--- src/design/partition_defines.svh ---
// register offsets, field layout and constants of the partition registers
// Overview of operation
// - User RAM program base bits 31..16 read zero and ignore writes.
// - User RAM program base bits 15..10 are writable and set the user program start in data RAM.
// - User RAM program base bits 9..0 read zero, giving 1 KB steps.
// - Reset clears both user program base registers to zero.
// - The data RAM size register is a read-only 32-bit byte count.
// - The data RAM size reads 0x00008000 for 32 KB or 0x00010000 for 64 KB.
// - User flash program base bits 31..20 read zero and ignore writes.
// - User flash program base bits 19..11 are writable and set the user program start in flash.
// - User flash program base bits 10..0 read zero, giving 2 KB steps.
// - The flash size register is a read-only 32-bit byte count.
// - The flash size reads 0x00020000 for 128 KB or 0x00040000 for 256 KB.
// - A non-zero kernel RAM program base sets the kernel program start in data RAM.
`ifndef PARTITION_DEFINES_SVH
`define PARTITION_DEFINES_SVH

`define ADR_KERNEL_RAM_PROG  6'h00
`define ADR_USER_RAM_DATA    6'h04
`define ADR_USER_RAM_PROG    6'h08
`define ADR_DATA_RAM_SIZE    6'h0C
`define ADR_USER_FLASH_PROG  6'h10
`define ADR_FLASH_SIZE       6'h14
`define ADR_STATUS           6'h18

`define RAM_BASE_HI    15
`define RAM_BASE_LO    10
`define FLASH_BASE_HI  19
`define FLASH_BASE_LO  11

`define RAM_SIZE_32K     32'h0000_8000
`define RAM_SIZE_64K     32'h0001_0000
`define FLASH_SIZE_128K  32'h0002_0000
`define FLASH_SIZE_256K  32'h0004_0000
`define BASE_RESET       32'h0000_0000

`endif

--- src/design/partition_pkg.sv ---
// types shared by the partition register block
package partition_pkg;

	typedef struct packed {
		logic        cyc;
		logic        stb;
		logic        we;
		logic [5:0]  adr;
		logic [3:0]  sel;
		logic [31:0] dat;
	} wb_req_type;

	typedef enum logic [1:0] {
		BUS_IDLE,
		BUS_ACK
	} bus_state_type;

endpackage : partition_pkg

--- src/design/base_field_reg.sv ---
// one coarse-granular base register: only bits hi..lo store
`timescale 1ns/1ps
`include "partition_defines.svh"
module base_field_reg
	import partition_pkg::*;
#(
	parameter int HI = 15,
	parameter int LO = 10
) (
	input  wire logic        clk_i,
	input  wire logic        rst_i,
	input  wire logic        wr_i,
	input  wire logic [3:0]  sel_i,
	input  wire logic [31:0] dat_i,
	output logic      [31:0] val_o
);

	typedef struct packed {
		logic [HI:LO] field;
	} state_type;

	state_type   s_q;
	state_type   s_d;
	logic [31:0] merged;

	always_comb begin
		merged = val_o;
		for (int b = 0; b < 4; b++) begin
			if (sel_i[b]) begin
				merged[b*8 +: 8] = dat_i[b*8 +: 8];
			end
		end
		s_d = s_q;
		if (wr_i) begin
			s_d.field = merged[HI:LO];
		end
	end

	always_ff @(posedge clk_i or posedge rst_i) begin
		if (rst_i) begin
			s_q <= '0;
		end else begin
			s_q <= s_d;
		end
	end

	// bits outside hi..lo are constant zero, so writes never reach them
	always_comb begin
		val_o        = `BASE_RESET;
		val_o[HI:LO] = s_q.field;
	end

endmodule : base_field_reg

--- src/design/partition_regs.sv ---
// partition configuration registers with a classic Wishbone slave
`timescale 1ns/1ps
`include "partition_defines.svh"
module partition_regs
	import partition_pkg::*;
#(
	parameter logic [31:0] RAM_SIZE   = `RAM_SIZE_64K,
	parameter logic [31:0] FLASH_SIZE = `FLASH_SIZE_256K
) (
	input  wire logic        clk_i,
	input  wire logic        rst_i,
	input  wire logic        cyc_i,
	input  wire logic        stb_i,
	input  wire logic        we_i,
	input  wire logic [5:0]  adr_i,
	input  wire logic [3:0]  sel_i,
	input  wire logic [31:0] dat_i,
	output logic      [31:0] dat_o,
	output logic             ack_o,
	output logic             err_o,
	output logic [31:0]      kernel_ram_prog_base_o,
	output logic [31:0]      user_ram_data_base_o,
	output logic [31:0]      user_ram_prog_base_o,
	output logic [31:0]      user_flash_prog_base_o
);

	typedef struct packed {
		bus_state_type st;
		logic [31:0]   dat;
		logic          ack;
		logic          err;
		logic [31:0]   kpb;
		logic [31:0]   udb;
		logic [31:0]   upb;
		logic [31:0]   ufb;
	} state_type;

	state_type   s_q;
	state_type   s_d;
	wb_req_type  req;
	logic        take;
	logic        mapped;
	logic [31:0] rdata;
	logic [31:0] kpb_val;
	logic [31:0] udb_val;
	logic [31:0] upb_val;
	logic [31:0] ufb_val;
	logic [5:0]  status;

	assign req  = '{cyc: cyc_i, stb: stb_i, we: we_i, adr: adr_i,
		sel: sel_i, dat: dat_i};
	assign take = req.cyc && req.stb && s_q.st == BUS_IDLE;

	base_field_reg #(.HI(`RAM_BASE_HI), .LO(`RAM_BASE_LO)) u_kpb (
		.clk_i (clk_i),
		.rst_i (rst_i),
		.wr_i  (take && req.we && req.adr == `ADR_KERNEL_RAM_PROG),
		.sel_i (req.sel),
		.dat_i (req.dat),
		.val_o (kpb_val)
	);

	base_field_reg #(.HI(`RAM_BASE_HI), .LO(`RAM_BASE_LO)) u_udb (
		.clk_i (clk_i),
		.rst_i (rst_i),
		.wr_i  (take && req.we && req.adr == `ADR_USER_RAM_DATA),
		.sel_i (req.sel),
		.dat_i (req.dat),
		.val_o (udb_val)
	);

	base_field_reg #(.HI(`RAM_BASE_HI), .LO(`RAM_BASE_LO)) u_upb (
		.clk_i (clk_i),
		.rst_i (rst_i),
		.wr_i  (take && req.we && req.adr == `ADR_USER_RAM_PROG),
		.sel_i (req.sel),
		.dat_i (req.dat),
		.val_o (upb_val)
	);

	base_field_reg #(.HI(`FLASH_BASE_HI), .LO(`FLASH_BASE_LO)) u_ufb (
		.clk_i (clk_i),
		.rst_i (rst_i),
		.wr_i  (take && req.we && req.adr == `ADR_USER_FLASH_PROG),
		.sel_i (req.sel),
		.dat_i (req.dat),
		.val_o (ufb_val)
	);

	// software ordering is not enforced; status shows each check live
	always_comb begin
		status    = '0;
		status[0] = udb_val > kpb_val;
		status[1] = upb_val > udb_val;
		status[2] = upb_val <= RAM_SIZE;
		status[3] = ufb_val <= FLASH_SIZE;
		status[4] = kpb_val <= RAM_SIZE;
		status[5] = udb_val <= RAM_SIZE;
	end

	always_comb begin
		mapped = 1'b1;
		rdata  = '0;
		case (req.adr)
			`ADR_KERNEL_RAM_PROG: rdata = kpb_val;
			`ADR_USER_RAM_DATA:   rdata = udb_val;
			`ADR_USER_RAM_PROG:   rdata = upb_val;
			`ADR_DATA_RAM_SIZE:   rdata = RAM_SIZE;
			`ADR_USER_FLASH_PROG: rdata = ufb_val;
			`ADR_FLASH_SIZE:      rdata = FLASH_SIZE;
			`ADR_STATUS:          rdata = {26'h0, status};
			default: begin
				mapped = 1'b0;
			end
		endcase
	end

	// one wait state: answer in the cycle after the request is taken
	always_comb begin
		s_d     = s_q;
		s_d.ack = 1'b0;
		s_d.err = 1'b0;
		case (s_q.st)
			BUS_IDLE: begin
				if (take) begin
					s_d.st  = BUS_ACK;
					s_d.ack = mapped;
					s_d.err = !mapped;
					s_d.dat = (mapped && !req.we) ? rdata : '0;
				end
			end
			BUS_ACK: begin
				s_d.st = BUS_IDLE;
			end
			default: begin
				s_d.st = BUS_IDLE;
			end
		endcase
		s_d.kpb = kpb_val;
		s_d.udb = udb_val;
		s_d.upb = upb_val;
		s_d.ufb = ufb_val;
	end

	always_ff @(posedge clk_i or posedge rst_i) begin
		if (rst_i) begin
			s_q <= '{st: BUS_IDLE, dat: '0, ack: 1'b0, err: 1'b0,
				kpb: '0, udb: '0, upb: '0, ufb: '0};
		end else begin
			s_q <= s_d;
		end
	end

	assign dat_o                  = s_q.dat;
	assign ack_o                  = s_q.ack;
	assign err_o                  = s_q.err;
	assign kernel_ram_prog_base_o = s_q.kpb;
	assign user_ram_data_base_o   = s_q.udb;
	assign user_ram_prog_base_o   = s_q.upb;
	assign user_flash_prog_base_o = s_q.ufb;

endmodule : partition_regs

--- config.mk ---
export PLATFORM = sky130hd
export DESIGN_NAME = partition_regs
export DESIGN_NICKNAME = d
export VERILOG_FILES = /design/src/design/partition_pkg.sv /design/src/design/base_field_reg.sv /design/src/design/partition_regs.sv
export VERILOG_INCLUDE_DIRS = /design/src /design/src/design
export SDC_FILE = /design/constraint.sdc
export NUM_CORES = 1
export LEC_CHECK = 0
export ABC_AREA = 0
export BUFFER_PORTS_ARGS = -buffer_cell sky130_fd_sc_hd__buf_2
export CAP_MARGIN = 5
export CORE_UTILIZATION = 46
export DETAILED_ROUTE_END_ITERATION = 8
export GPL_ROUTABILITY_DRIVEN = 0
export GPL_TIMING_DRIVEN = 0
export PLACE_DENSITY_LB_ADDON = 0.15
export SLEW_MARGIN = 10
export SYNTH_ARGS = -nofsm -noshare
export SYNTH_HDL_FRONTEND = slang
export SYNTH_SLANG_ARGS = --single-unit
--- constraint.sdc ---
create_clock -name clk_i -period 2.6 [get_ports clk_i]
set_clock_uncertainty 0.1 [all_clocks]
set_input_delay 0.52 -clock clk_i [delete_from_list [all_inputs] [get_ports clk_i]]
set_output_delay 0.52 -clock clk_i [all_outputs]
set_load 0.005 [all_outputs]
==> results.sh <==
export IMPL_status="finished clean"
export IMPL_slew_headroom_pct=61.25
export IMPL_synth_avg_cell_area_um2=10.60
export IMPL_nets=640
export IMPL_viasPerCell=4.110
export IMPL_insertion_delay_ps=360
export IMPL_p_sw_uw=577.2
export IMPL_dieArea_mm2=0.009320
export IMPL_routed_wl_um=7805
export IMPL_wire_per_inst_um=11.25
export IMPL_cp_end_kind="flop"
export IMPL_finalSetupTns_ps=0
export IMPL_cts_setup_buffers=0
export IMPL_start_kind="flop"
export IMPL_power_density_mw_per_mm2=444.7
export IMPL_swShare_pct=24.87
export IMPL_grt_pass1_wl_um=11630
export IMPL_crit_fanout=10
export IMPL_finalCritPeriodShare_pct=85.86
export IMPL_ys_types=38
export IMPL_drv_cap=0
export IMPL_fmax_mhz=447.9
export IMPL_fp_dieW_um=96.54
export IMPL_power_frac_seq_pct=49.3
export IMPL_ys_ff_latch=71
export IMPL_cts_tree="done"
export IMPL_setup_viol=0
export IMPL_clkTransAtPathRegs_ps=80
export IMPL_dr_total_vias=2852
export IMPL_hold_path_class="input pin to asynchronous set/reset pin"
export IMPL_grt_max_degree=45
export IMPL_drtIter0Drc=164
export IMPL_rsz0062_at_grt="no"
export IMPL_post_cts_resized=0
export IMPL_worstSetupPathType="flop to flop"
export IMPL_p_comb_share_pct=14.2
export IMPL_crit_required_ps=2740
export IMPL_cts_sinks=71
export IMPL_cts_hold_buf=0
export IMPL_power_mw=2.321
export IMPL_ir_drop_v=0.0002327
export IMPL_start_util_pct=47.38
export IMPL_syn_to_final_growth_pct=26.93
export IMPL_cellLeakagePower_nw=3.101
export IMPL_portBuffers=65
export IMPL_cts_root_buf="clkbuf_8"
export IMPL_yosys_warnings=0
export IMPL_cts_buffer_depth=2
export IMPL_final_max_slew_viol_count=0
export IMPL_p_int_mw=1.744
export IMPL_core_area_mm2=0.008678
export IMPL_antenna_found_initial=0
export IMPL_antenna_cells=0
export IMPL_htree_levels=3
export IMPL_first_global_vias=2404
export IMPL_remaining_drc_errors=0
export IMPL_dp_cells=678
export IMPL_firstDrtPassIters=4
export IMPL_hpwl_um=6175
export IMPL_die_h_um=96.54
export IMPL_finalCriticalPeriod_ps=2232
export IMPL_arrival_ps=2380
export IMPL_ys_seq_area_share_pct=43.21
export IMPL_core_rowCount=34
export IMPL_drive_gt1_share_pct=47.44
export IMPL_hold_violations=0
export IMPL_worst_pin_slew_ps=578.6
export IMPL_grt_ovfl_total=0
export IMPL_io_pin_count=209
export IMPL_instances_no_fill=694
export IMPL_synthCells=388
export IMPL_syn_area_mm2=0.004111
export IMPL_ant_nets=0
export IMPL_clkPwrFrac_pct=36.5
export IMPL_numCtsBuffers=9
export IMPL_track_usage_pct=17.12
-- cell usage in the layout, fill, tap and decap left out, types with 5 or more instances in the layout --
cell      instances
a21oi_1           9
a221o_1           5
buf_2            66
buf_4           160
clkbuf_1          6
clkbuf_8          9
conb_1          117
dfrtp_1          71
ha_1             12
inv_1            14
mux2_2           27
nand2_1          18
nand3_1           8
nor2_1            8
-- synth_stat cells --
cell type  number  area [um^2]
nor4_1          2        12.51
ha_1           12        150.1
inv_1          15        56.30
nor2_1          8        30.03
o31ai_1         2        15.01
nand2_1        18        67.56
nand3_1         8        40.04
a32oi_1         1        8.760
a21oi_1         9        45.04
or4_1           1        7.510
and3_1          1        6.260
nand3b_2        1        11.26
conb_1          1        3.750
nor3_2          2        20.02
nor4_2          1        12.51
dfrtp_1        71         1777
buf_4         160         1201
a221o_1         5        50.05
nor2b_1         3        18.77
buf_2           1        5.000
or3_1           2        12.51
mux2_2         27        304.0
inv_2           1        3.750
and4b_1         1        10.01
a21o_1          1        7.510
clkbuf_1        5        18.77
nand3b_1        4        30.03
a221oi_2        1        15.01
mux2i_1         1        10.01
nor3b_2         1        12.51
a31oi_1         4        25.02
o21ai_0         4        20.02
nand2b_1        1        6.260
or3_4           1        11.26
nand4_1         3        18.77
nor3_1          3        15.01
a22o_1          4        35.03
o221ai_1        2        17.52
-- power groups by stage --
stage | logic, mW | registers (mW) | clock network, mW
2_1_floorplan | 0.261 | 1.16 | 0
3_3_place_gp | 0.313 | 1.17 | 0
3_5_place_dp | 0.322 | 1.17 | 0
4_1_cts | 0.323 | 1.14 | 0.868
5_1_grt | 0.378 | 1.15 | 0.919
6_report | 0.329 | 1.14 | 0.848
-- metrics by stage --
step	setup slack [ps]	hold WS [ps]	util [%]	instance area (um^2)
final	367.6	36.92	60.14	5219
after global routing	242.5	55.80	60.14	5219
after CTS	356.3	44.48	60.14	5219
after detailed placement	153.4	295.3	57.96	5030
after global placement	-557.7	291.5	57.70	5007
after floorplan	183.4	270.2	-	4547
-- registers in the layout, summed over array words and instances (netlist names) --
| register | flops |
|---|---|
| user_ram_prog_base_o | 6 |
| u_upb.s_q | 6 |
| kernel_ram_prog_base_o | 6 |
| dat_o | 14 |
| err_o | 1 |
| u_kpb.s_q | 6 |
| u_ufb.s_q | 9 |
| ack_o | 1 |
| user_ram_data_base_o | 6 |
| u_udb.s_q | 6 |
| user_flash_prog_base_o | 9 |
| s_q | 1 |
-- cell type report --
class,instances,area [um^2]
tap,108,135.1
sequential,71,1777
clock buffer,10,127.6
clock inverter,6,61.31
inverter,16,62.56
buffer,166,1225
multi-input combinational,251,1485
fill,750,3460
timing repair buffer,66,345.3
-- path summary, 6_finish.rpt --
| path | cells past startpoint | startpoint | to | slack [ps] |
|---|---|---|---|---|
| hold / removal | 2 | rst_i | kernel_ram_prog_base_o[13] | 40 |
| setup / recovery | 5 | s_q[162] | u_upb.s_q[4] | 370 |
| max in group asynchronous | 3 | rst_i | u_ufb.s_q[0] | 1830 |
| hold reg to reg | 0 | u_kpb.s_q[5] | kernel_ram_prog_base_o[15] | 310 |
| min in group clk_i | 2 | dat_i[19] | u_ufb.s_q[8] | 300 |
| setup reg to reg | 5 | s_q[162] | u_upb.s_q[4] | 370 |
-- cells by family (layout without fill, tap and decap cells) --
group | Yosys count | in the layout | synth area share (%)
other | 1 | 117 | 0.09121
AND/OR/NAND/NOR | 61 | 61 | 8.338
adder cells (fa/ha/maj) | 12 | 12 | 3.652
buffers and inverters | 182 | 264 | 31.25
multiplexers | 28 | 28 | 7.638
AO/OA/AOI/OAI | 33 | 33 | 5.812
flip-flops | 71 | 71 | 43.21
-- worst max-delay path, cell delays in order, from the launching register on --
cell	delay [ps]
dfrtp_1	350
nand3b_2	320
inv_2	200
nand4_1	180
nor3b_2	560
mux2_2	400
-- routing by layer --
| layer | GRT usage [%] | vias up | routed length, um |
|---|---|---|---|
| met3 | 3.052 | 18 | 626 |
| met2 | 28.58 | 142 | 3893 |
| met1 | 21.01 | 1273 | 3082 |
| met5 | 0 | - | 0 |
| met4 | 9.314 | 0 | 202 |
| li1 | - | 1419 | - |
No activity file was read; power rests on OpenSTA's default activity.
